--- src/rtl/pdm_pkg.sv ---
// device memory bank constants: word map, area classes, constant limits
// assumes one 25 MHz system clock; the word map is a scaled-down store
package pdm_pkg;
    localparam int AW = 8;
    localparam int DW = 16;
    localparam int IO_BITS = 64;
    localparam int IO_IDX_W = 6;
    // word map of the on-chip store (auxiliary, data, file words)
    localparam logic [AW-1:0] AUX_BASE  = 8'h00;
    localparam logic [AW-1:0] AUX_LAST  = 8'h1f;
    localparam logic [AW-1:0] DATA_BASE = 8'h20;
    localparam logic [AW-1:0] DATA_LAST = 8'h9f;
    localparam logic [AW-1:0] FILE_BASE = 8'ha0;
    localparam logic [AW-1:0] MEM_LAST  = 8'hff;
    localparam logic [AW-1:0] ADDR_ONE  = 8'h01;
    // default latched ranges, as word offsets inside each type
    localparam logic [AW-1:0] AUX_LAT_LO_DEF  = 8'h17;
    localparam logic [AW-1:0] AUX_LAT_HI_DEF  = 8'h1f;
    localparam logic [AW-1:0] DATA_LAT_LO_DEF = 8'h55;
    localparam logic [AW-1:0] DATA_LAT_HI_DEF = 8'h7f;
    // area classes, one bit each in a clear mask
    localparam int CLS_N = 4;
    localparam int CLS_Y = 0;
    localparam int CLS_NL = 1;
    localparam int CLS_FILE = 2;
    localparam int CLS_LAT = 3;
    localparam logic [CLS_N-1:0] MASK_NONE = 4'h0;
    localparam logic [CLS_N-1:0] MASK_Y    = 4'h1;
    localparam logic [CLS_N-1:0] MASK_NL   = 4'h2;
    localparam logic [CLS_N-1:0] MASK_FILE = 4'h4;
    localparam logic [CLS_N-1:0] MASK_LAT  = 4'h8;
    localparam logic [CLS_N-1:0] MASK_ALL  = 4'hf;
    localparam logic [DW-1:0] WORD_ZERO = 16'h0000;
    localparam logic [IO_BITS-1:0] IO_ZERO = 64'h0000_0000_0000_0000;
    // decimal constant limits
    localparam logic signed [31:0] K16_MIN = 32'shffff_8000;
    localparam logic signed [31:0] K16_MAX = 32'sh0000_7fff;
    localparam logic signed [31:0] K32_MIN = 32'sh8000_0000;
    typedef enum logic [1:0] {
        ST_IDLE  = 2'b01,
        ST_SWEEP = 2'b10
    } pdm_state_e;
endpackage

--- src/rtl/pdm_word_ram.sv ---
// single-port word store for the device memory
// assumes the owner never reads and writes the same cycle by accident
`timescale 1ns/1ps
module pdm_word_ram (
    // clock and reset
    input  wire logic                    sys_clk_in,
    input  wire logic                    rst_n_in,
    // access port
    input  wire logic                    we_in,
    input  wire logic [pdm_pkg::AW-1:0]  addr_in,
    input  wire logic [pdm_pkg::DW-1:0]  wdata_in,
    output logic      [pdm_pkg::DW-1:0]  rdata_out
);
    import pdm_pkg::*;
    // array has no reset: retained contents must survive a reset
    logic [DW-1:0] mem [0:(1<<AW)-1];
    logic [DW-1:0] next_rdata;

    always_comb begin
        next_rdata = mem[addr_in];
    end

    always_ff @(posedge sys_clk_in) begin
        if (we_in) begin
            mem[addr_in] <= wdata_in;
        end
    end

    always_ff @(posedge sys_clk_in or negedge rst_n_in) begin
        if (!rst_n_in) begin
            rdata_out <= WORD_ZERO;
        end else begin
            rdata_out <= next_rdata;
        end
    end
endmodule

--- src/rtl/pdm_device_memory.sv ---
// device memory bank: io images, word store, area clear sequencer
// assumes the scan engine runs on sys_clk_in; ext_in comes from pins
`timescale 1ns/1ps
// Operation
// RL1 - stop to run clears non-latched devices unless retained; latched kept
// RL2 - run to stop clears output relays by default unless retain chosen
// RL3 - with output retain selected, run to stop changes nothing
// RL4 - output clear on run to stop touches only output relays
// RL5 - non-latched clear flag on clears all non-latched devices only
// RL6 - latched clear flag on clears latched devices except file words
// RL7 - file words written only by dedicated instruction, word access only
// RL8 - decimal constants signed 16 bit -32768..32767, 32 bit to -2147483648
// RL9 - latched range is one contiguous range in its type; rest non-latched
// RL10 - inputs sampled into input image only at scan start
// RL11 - output image goes to terminals only after end instruction; a relay clear zeroes the terminals at once
// RL12 - power-up clears non-latched devices, keeps latched and file words
// RL13 - restore to defaults clears every device, file words included
module pdm_device_memory (
    // clock and reset
    input  wire logic                          sys_clk_in,
    input  wire logic                          rst_n_in,
    // scan engine control
    input  wire logic                          run_mode_in,
    input  wire logic                          scan_start_in,
    input  wire logic                          end_exec_in,
    input  wire logic                          restore_in,
    input  wire logic                          nonlatched_clear_flag_in,
    input  wire logic                          latched_clear_flag_in,
    // configuration
    input  wire logic                          nl_retain_in,
    input  wire logic                          y_retain_in,
    input  wire logic [pdm_pkg::AW-1:0]        aux_lat_lo_in,
    input  wire logic [pdm_pkg::AW-1:0]        aux_lat_hi_in,
    input  wire logic [pdm_pkg::AW-1:0]        data_lat_lo_in,
    input  wire logic [pdm_pkg::AW-1:0]        data_lat_hi_in,
    // word access from the program
    input  wire logic                          rd_en_in,
    input  wire logic                          wr_en_in,
    input  wire logic                          file_instr_in,
    input  wire logic [pdm_pkg::AW-1:0]        addr_in,
    input  wire logic [pdm_pkg::DW-1:0]        wr_data_in,
    output logic      [pdm_pkg::DW-1:0]        rd_data_out,
    output logic                               rd_valid_out,
    output logic                               wr_refused_out,
    // output relay bit writes
    input  wire logic                          y_wr_in,
    input  wire logic [pdm_pkg::IO_IDX_W-1:0]  y_idx_in,
    input  wire logic                          y_val_in,
    // pins and images
    input  wire logic [pdm_pkg::IO_BITS-1:0]   ext_in,
    output logic      [pdm_pkg::IO_BITS-1:0]   x_image_out,
    output logic      [pdm_pkg::IO_BITS-1:0]   out_term_out,
    // constant range check
    input  wire logic signed [31:0]            const_val_in,
    input  wire logic                          const_wide_in,
    output logic                               const_ok_out,
    // status
    output logic                               busy_out,
    output logic      [1:0]                    lat_range_ok_out
);
    import pdm_pkg::*;

    pdm_state_e          state, next_state;
    logic [AW-1:0]       sweep_addr, next_sweep_addr;
    logic [CLS_N-1:0]    pend, next_pend, act, next_act;
    logic                pwr_pend, next_pwr_pend;
    logic                run_q, next_run_q;
    logic [IO_BITS-1:0]  ext_s1, ext_s2;
    logic [IO_BITS-1:0]  x_img, next_x_img;
    logic [IO_BITS-1:0]  y_img, next_y_img;
    logic [IO_BITS-1:0]  term, next_term;
    logic                rd_v, next_rd_v;
    logic [CLS_N-1:0]    req;
    logic                start;
    logic                aux_ok, data_ok;
    logic                mem_we;
    logic [AW-1:0]       mem_addr;
    logic [DW-1:0]       mem_wdata;
    logic [CLS_N-1:0]    sweep_cls, prog_cls;
    logic                prog_wr_ok;

    // a range outside its type, or reversed, latches nothing
    assign aux_ok  = (aux_lat_lo_in <= aux_lat_hi_in)
                   && (aux_lat_hi_in <= (AUX_LAST - AUX_BASE));    // [RL9]
    assign data_ok = (data_lat_lo_in <= data_lat_hi_in)
                   && (data_lat_hi_in <= (DATA_LAST - DATA_BASE)); // [RL9]
    assign lat_range_ok_out = {data_ok, aux_ok};

    function automatic logic [CLS_N-1:0] cls_of(input logic [AW-1:0] a,
                                               input logic aok,
                                               input logic dok,
                                               input logic [AW-1:0] alo,
                                               input logic [AW-1:0] ahi,
                                               input logic [AW-1:0] dlo,
                                               input logic [AW-1:0] dhi);
        logic [AW-1:0] off;
        off = WORD_ZERO[AW-1:0];
        if (a >= FILE_BASE) begin
            cls_of = MASK_FILE;
        end else if (a >= DATA_BASE) begin
            off = a - DATA_BASE;
            cls_of = (dok && off >= dlo && off <= dhi) ? MASK_LAT
                                                       : MASK_NL;  // [RL9]
        end else begin
            off = a - AUX_BASE;
            cls_of = (aok && off >= alo && off <= ahi) ? MASK_LAT
                                                       : MASK_NL;  // [RL9]
        end
    endfunction

    assign sweep_cls = cls_of(sweep_addr, aux_ok, data_ok, aux_lat_lo_in,
                              aux_lat_hi_in, data_lat_lo_in, data_lat_hi_in);
    assign prog_cls  = cls_of(addr_in, aux_ok, data_ok, aux_lat_lo_in,
                              aux_lat_hi_in, data_lat_lo_in, data_lat_hi_in);

    // clear requests gathered into one class mask
    always_comb begin
        req = MASK_NONE;
        if (pwr_pend) begin
            req = req | MASK_Y | MASK_NL;                          // [RL12]
        end
        if (run_mode_in && !run_q && !nl_retain_in) begin
            req = req | MASK_Y | MASK_NL;                          // [RL1]
        end
        if (!run_mode_in && run_q && !y_retain_in) begin
            req = req | MASK_Y;  // [RL2] [RL3] [RL4]
        end
        if (nonlatched_clear_flag_in) begin
            req = req | MASK_Y | MASK_NL;                          // [RL5]
        end
        if (latched_clear_flag_in) begin
            req = req | MASK_LAT;                                  // [RL6]
        end
        if (restore_in) begin
            req = MASK_ALL;                                        // [RL13]
        end
    end

    assign start = (state == ST_IDLE) && (pend != MASK_NONE);

    // sequencer: one word per cycle through the whole store
    always_comb begin
        next_state      = state;
        next_sweep_addr = sweep_addr;
        next_act        = act;
        // a request in the taking cycle lands in pend again: set wins
        next_pend       = (start ? MASK_NONE : pend) | req;
        next_pwr_pend   = 1'b0;
        next_run_q      = run_mode_in;
        unique case (state)
            ST_IDLE: begin
                if (start) begin
                    next_state      = ST_SWEEP;
                    next_act        = pend;
                    next_sweep_addr = AUX_BASE;
                end
            end
            ST_SWEEP: begin
                next_sweep_addr = sweep_addr + ADDR_ONE;
                if (sweep_addr == MEM_LAST) begin
                    next_state = ST_IDLE;
                    next_act   = MASK_NONE;
                end
            end
        endcase
    end

    always_ff @(posedge sys_clk_in or negedge rst_n_in) begin
        if (!rst_n_in) begin
            state      <= ST_IDLE;
            sweep_addr <= AUX_BASE;
            act        <= MASK_NONE;
            pend       <= MASK_NONE;
            pwr_pend   <= 1'b1;
            run_q      <= 1'b0;
        end else begin
            state      <= next_state;
            sweep_addr <= next_sweep_addr;
            act        <= next_act;
            pend       <= next_pend;
            pwr_pend   <= next_pwr_pend;
            run_q      <= next_run_q;
        end
    end

    assign busy_out = (state == ST_SWEEP);

    // file words take a write only under the dedicated instruction
    assign prog_wr_ok = wr_en_in && !busy_out
                      && (prog_cls != MASK_FILE || file_instr_in); // [RL7]
    assign wr_refused_out = wr_en_in && !prog_wr_ok;
    assign mem_we    = busy_out ? ((sweep_cls & act) != MASK_NONE)
                                : prog_wr_ok;
    assign mem_addr  = busy_out ? sweep_addr : addr_in;
    assign mem_wdata = busy_out ? WORD_ZERO : wr_data_in;

    pdm_word_ram u_ram (
        .sys_clk_in (sys_clk_in),
        .rst_n_in   (rst_n_in),
        .we_in      (mem_we),
        .addr_in    (mem_addr),
        .wdata_in   (mem_wdata),
        .rdata_out  (rd_data_out)
    );

    // io images and read strobe
    always_comb begin
        next_x_img = x_img;
        next_y_img = y_img;
        next_term  = term;
        next_rd_v  = rd_en_in && !busy_out && !wr_en_in;
        if (scan_start_in) begin
            next_x_img = ext_s2;                                   // [RL10]
        end
        if (y_wr_in) begin
            next_y_img[y_idx_in] = y_val_in;
        end
        if (end_exec_in) begin
            next_term = y_img;                                     // [RL11]
        end
        // cleared relays also drop at the terminals, as no scan may follow
        if (start && pend[CLS_Y]) begin
            next_y_img = IO_ZERO;                                  // [RL2]
            next_term  = IO_ZERO;
        end
    end

    always_ff @(posedge sys_clk_in or negedge rst_n_in) begin
        if (!rst_n_in) begin
            ext_s1 <= IO_ZERO;
            ext_s2 <= IO_ZERO;
            x_img  <= IO_ZERO;
            y_img  <= IO_ZERO;
            term   <= IO_ZERO;
            rd_v   <= 1'b0;
        end else begin
            ext_s1 <= ext_in;
            ext_s2 <= ext_s1;
            x_img  <= next_x_img;
            y_img  <= next_y_img;
            term   <= next_term;
            rd_v   <= next_rd_v;
        end
    end

    assign x_image_out  = x_img;
    assign out_term_out = term;
    assign rd_valid_out = rd_v;

    assign const_ok_out = const_wide_in ? (const_val_in >= K32_MIN)
                        : (const_val_in >= K16_MIN
                           && const_val_in <= K16_MAX);            // [RL8]

    chk_file_write_guard: assert property (@(posedge sys_clk_in) // [RL7]
        disable iff (!rst_n_in)
        (mem_we && !busy_out && addr_in >= FILE_BASE) |-> file_instr_in)
        else $error("file word written without instruction");
    chk_sweep_file_kept: assert property (@(posedge sys_clk_in) // [RL5]
        disable iff (!rst_n_in)
        (busy_out && sweep_addr >= FILE_BASE && !act[CLS_FILE]) |-> !mem_we)
        else $error("file word cleared by non-latched clear");
    chk_restore_all: assert property (@(posedge sys_clk_in) // [RL13]
        disable iff (!rst_n_in)
        (restore_in && state == ST_IDLE && pend == MASK_NONE)
        |=> (pend == MASK_ALL) ##1 (busy_out && act == MASK_ALL))
        else $error("restore did not clear every class");
    chk_s2r_clear: assert property (@(posedge sys_clk_in) // [RL1]
        disable iff (!rst_n_in)
        (run_mode_in && !run_q && !nl_retain_in) |=> pend[CLS_NL] || busy_out)
        else $error("stop to run clear not requested");
    chk_r2s_retain: assert property (@(posedge sys_clk_in) // [RL3]
        disable iff (!rst_n_in)
        (!run_mode_in && run_q && y_retain_in && !restore_in && !pwr_pend
         && !nonlatched_clear_flag_in && !latched_clear_flag_in)
        |=> pend == ($past(start) ? MASK_NONE : $past(pend)))
        else $error("retain selected but clear requested");
    chk_lat_flag_mask: assert property (@(posedge sys_clk_in) // [RL6]
        disable iff (!rst_n_in)
        (busy_out && act == MASK_LAT) |-> (mem_we == (sweep_cls == MASK_LAT)))
        else $error("latched clear touched wrong words");
    chk_sweep_length: assert property (@(posedge sys_clk_in) // [RL12]
        disable iff (!rst_n_in)
        start |=> busy_out [*8] ##[1:260] !busy_out)
        else $error("sweep length wrong");
    chk_term_update: assert property (@(posedge sys_clk_in) // [RL11]
        disable iff (!rst_n_in)
        (!end_exec_in && !start) |=> $stable(out_term_out))
        else $error("terminals changed without end instruction");
    chk_input_hold: assert property (@(posedge sys_clk_in) // [RL10]
        disable iff (!rst_n_in)
        !scan_start_in |=> $stable(x_image_out))
        else $error("input image changed mid scan");
    chk_const_range: assert property (@(posedge sys_clk_in) // [RL8]
        disable iff (!rst_n_in)
        (!const_wide_in && const_val_in == K16_MAX + 32'sd1) |-> !const_ok_out)
        else $error("16 bit constant range wrong");
endmodule

--- config.mk ---
export PLATFORM = sky130hd
export DESIGN_NAME = pdm_device_memory
export DESIGN_NICKNAME = d
export VERILOG_FILES = /design/src/rtl/pdm_pkg.sv /design/src/rtl/pdm_word_ram.sv /design/src/rtl/pdm_device_memory.sv
export SDC_FILE = /design/constraint.sdc
export NUM_CORES = 2
export LEC_CHECK = 0
export ABC_AREA = 0
export BUFFER_PORTS_ARGS = -buffer_cell sky130_fd_sc_hd__buf_2
export CAP_MARGIN = 20
export CORE_ASPECT_RATIO = 0.6
export CORE_UTILIZATION = 65
export CTS_BUF_LIST = sky130_fd_sc_hd__clkbuf_8
export DETAILED_ROUTE_END_ITERATION = 10
export PLACE_DENSITY = 0.82
export SLEW_MARGIN = 25
export SYNTH_ARGS = -nofsm -noshare
export SYNTH_HDL_FRONTEND = slang
export SYNTH_HIERARCHICAL = 1
export SYNTH_SLANG_ARGS = --single-unit
export TNS_END_PERCENT = 20
--- constraint.sdc ---
create_clock -name sys_clk_in -period 6.7 [get_ports sys_clk_in]
set_input_delay 1.34 -clock sys_clk_in [delete_from_list [all_inputs] [get_ports sys_clk_in]]
set_output_delay 1.34 -clock sys_clk_in [all_outputs]
set_load 0.03 [all_outputs]
==> results.json <==
{
  "status": "finished, final reports clean",
  "ctsResizeCount": 0,
  "post_dp_cell_area_mm2": 0.178,
  "share_comb_of_total_power_pct": 1.4,
  "power.internal_mw": 39.4,
  "die_area_mm2": 0.262,
  "p_sw_mw": 10.4,
  "cts_tree": "done",
  "cp_max_fo": 64,
  "dp_hpwl_um": 255000,
  "worst_ep_required_time_ns": 7.51,
  "clkSlewWorstSetupHoldPaths_ns": 0.07,
  "setup_viol": 0,
  "grt_pass1_vias": 87941,
  "routed_wl_um": 431000,
  "timing.fmax_ghz": 0.170,
  "fin_nets": 9029,
  "skew_ns": 0.0668,
  "drc": 0,
  "slowest_stage": "o21ai_4",
  "pwr-share-seq_pct": 60.5,
  "p_clk_share_pct": 38.1,
  "instances_no_fill": 12664,
  "async_flop_share_pct": 8.00,
  "clock-sinks": 4452,
  "place_inst": 11621,
  "worstSetupPathType": "reg -> reg",
  "grtUsageTotal_pct": 32.8,
  "start_util_pct": 65.6,
  "fin_crit_sh_pct": 87.8,
  "sw_frac_of_total_pct": 21.0,
  "die_h_um": 397,
  "dr.pass1.iters": 9,
  "root_buffer": "clkbuf_8",
  "cpPeakStageDelay_ns": 0.97,
  "netlist_instances": 7875,
  "power.density_mw_per_mm2": 265,
  "cts_setup_buffers": 0,
  "cp_common_cell": "buf_4",
  "synth_edf_count": 4096,
  "clockBufferDepth": 4,
  "drive_gt1_share_pct": 29.5,
  "syn_area_mm2": 0.169,
  "hold_class": "in -> async",
  "htreeDepth": 6,
  "ys_top_cells_by_area": "edfxtp_1 (73%), mux4_2 (14%), dfrtp_1 (5.2%), a22oi_1 (2.3%), a21oi_1 (0.97%)",
  "grt_pass1_wl_um": 610000,
  "grt_overflow": 0,
  "worst-path-buf-inv": 3,
  "drtIter0Drc": 16084,
  "ctsHoldBuffers": 0,
  "worst_ep_arrival_time_ns": 6.69,
  "yosysSeqAreaShare_pct": 78.1,
  "tns_ns": 0,
  "endpoint_kind": "register",
  "placementRows": 144,
  "netlist.area_leader.share_pct": 72.8,
  "numCtsBuffers": 605,
  "maxCapViolations": 0,
  "start_kind": "register",
  "gp_congestion": 0.907,
  "yosys_warnings": 6,
  "fin_crit_ns": 5.88,
  "avgSynthCellArea_um2": 21.5,
  "ys.flop_type": "edfxtp_1",
  "cpLargestDelayFamily": "compound AO/OA/AOI/OAI gates",
  "wl_per_cell_um": 34.0,
  "tightest_slew_ns": 1.23,
  "hold_violations": 0,
  "via_per_inst": 7.03,
  "vias": 89051,
  "ioPinCount": 324,
  "yosysTopAreaCell": "edfxtp_1",
  "grt_antenna_before_repair": 29,
  "grt_start_max_net_pins": 196,
  "die_x_um": 660,
  "p_leak_nw": 60.0,
  "design.core.area_mm2": 0.257,
  "rsz0062_at_grt": "false",
  "design_area_mm2": 0.188,
  "ys_ff_latch": 4452,
  "slew_viol_final": 0,
  "vdd_ir_drop_max_v": 0.000250,
  "post_synth_num_cell_types": 50,
  "relSlewSlack_pct": 17.8,
  "portBuffers": 308,
  "clk_latency_ns": 1.08,
  "synth_nets": 8102,
  "ant_nets": 0,
  "area_delta_synth_final_pct": 11.6,
  "path_cells": "nand2b_2 -> o21ai_4 -> buf_12 -> buf_4 -> mux4_2 -> a22oi_1 -> a21oi_1 -> o41ai_1 -> buf_4 -> nand4_1"
}
cell usage after synthesis (30+ instances only):
cell / number
edfxtp_1: 4096
mux4_2: 1024
a22oi_1: 512
dfrtp_1: 354
a21oi_1: 329
nor2_1: 328
clkbuf_1: 305
nand2_1: 179
buf_2: 98
nand3_1: 74
mux2i_1: 73
o41ai_1: 65
mux2_2: 64
ha_1: 53
buf_1: 46
inv_1: 43
nor3_1: 38
nand4_1: 30
per-layer routing:
metal / GRT usage (%) / up-vias / wire length (um)
met2: 46.6 / 7825 / 191000
met5: 0 / - / 218
li1: - / 34758 / -
met1: 46.5 / 45362 / 147000
met3: 13.7 / 1074 / 75900
met4: 11.7 / 32 / 16200
path summary, 6_finish.rpt:
kind | start | end | slack [ns] | cells after the start
min in group sys_clk_in | ext_s1[26]$_DFF_PN0_ | ext_s2[26]$_DFF_PN0_ | 0.33 | 0
worst min-delay path | rst_n_in | state[1]$_DFFE_PN0P_ | 0.31 | 1
worst max register to register | state[0]$_DFFE_PN1P_ | u_ram/rdata_out[15]$_DFF_PN0_ | 0.82 | 10
worst min register to register | ext_s1[26]$_DFF_PN0_ | ext_s2[26]$_DFF_PN0_ | 0.33 | 0
worst max-delay path | state[0]$_DFFE_PN1P_ | u_ram/rdata_out[15]$_DFF_PN0_ | 0.82 | 10
max in group asynchronous | rst_n_in | out_term_out[35]$_DFFE_PN0P_ | 4.98 | 2
per-stage QoR:
step	utilization, %	worst slack (ns)	hold WS, ns	power, mW
floorplan	-	1.25	0.331	31.2
global route	73.2	0.750	0.340	51.1
finish	73.2	0.820	0.313	49.9
global placement	69.0	0.989	0.332	31.4
detailed placement	69.0	0.939	0.335	31.5
CTS	73.1	0.962	0.268	50.0
sequential cells by signal, summed over array words and instances, names as in the netlist, 2 cells and up:
signal	cells
u_ram/mem	4096
ext_s1	64
ext_s2	64
out_term_out	64
x_image_out	64
y_img	64
u_ram/rdata_out	16
sweep_addr	8
pend	4
act	3
state	2
cell usage in the layout (no fill, tap or decap), types with 15 or more instances in the layout:
cell and count:
edfxtp_1 4096, mux4_2 1024, clkbuf_8 638, a22oi_1 512, buf_4 431, dfrtp_1 354
a21oi_1 329, nor2_1 319, buf_2 305, inv_1 228, nand2_1 178, clkinv_1 117
mux2i_1 72, nand3_1 70, mux2_2 64, buf_12 59, ha_1 53, clkinv_2 50
o41ai_1 47, nor3_2 33, nand4_1 30, o21ai_0 24, clkinvlp_4 18, and2_4 17
o41ai_2 15
cell families after synthesis:
| kind of cell | count (synthesis) | synth area share, % |
|---|---|---|
| muxes | 1161 | 14.5 |
| AOI/OAI and AO/OA | 965 | 3.83 |
| and+or+nand+nor | 716 | 1.84 |
| xor gates and xnor gates | 1 | 0.00519 |
| adders and majority gates | 53 | 0.393 |
| buffers and inverters | 526 | 1.33 |
| other | 1 | 0.00222 |
| DFF | 4452 | 78.1 |
power groups by stage:
| stage | Sequential [mW] | Combinational, mW | Clock [mW] |
|---|---|---|---|
| floorplan | 30.9 | 0.225 | 0 |
| global placement | 30.8 | 0.667 | 0 |
| detailed placement | 30.8 | 0.692 | 0 |
| CTS | 30.2 | 0.694 | 19.1 |
| global route | 30.2 | 0.745 | 20.2 |
| finish | 30.2 | 0.688 | 19.0 |
area by class of cell:
class,instances,area (um^2)
tap,3431,4290
sequential,4452,132000
antenna,8,20.0
clock inverter,392,1900
multi-input combinational,2897,35300
inverter,43,161
clock buffer,638,8780
timing repair buffer,803,6120
fill,13222,69000
(Power assumes the default switching activity.)
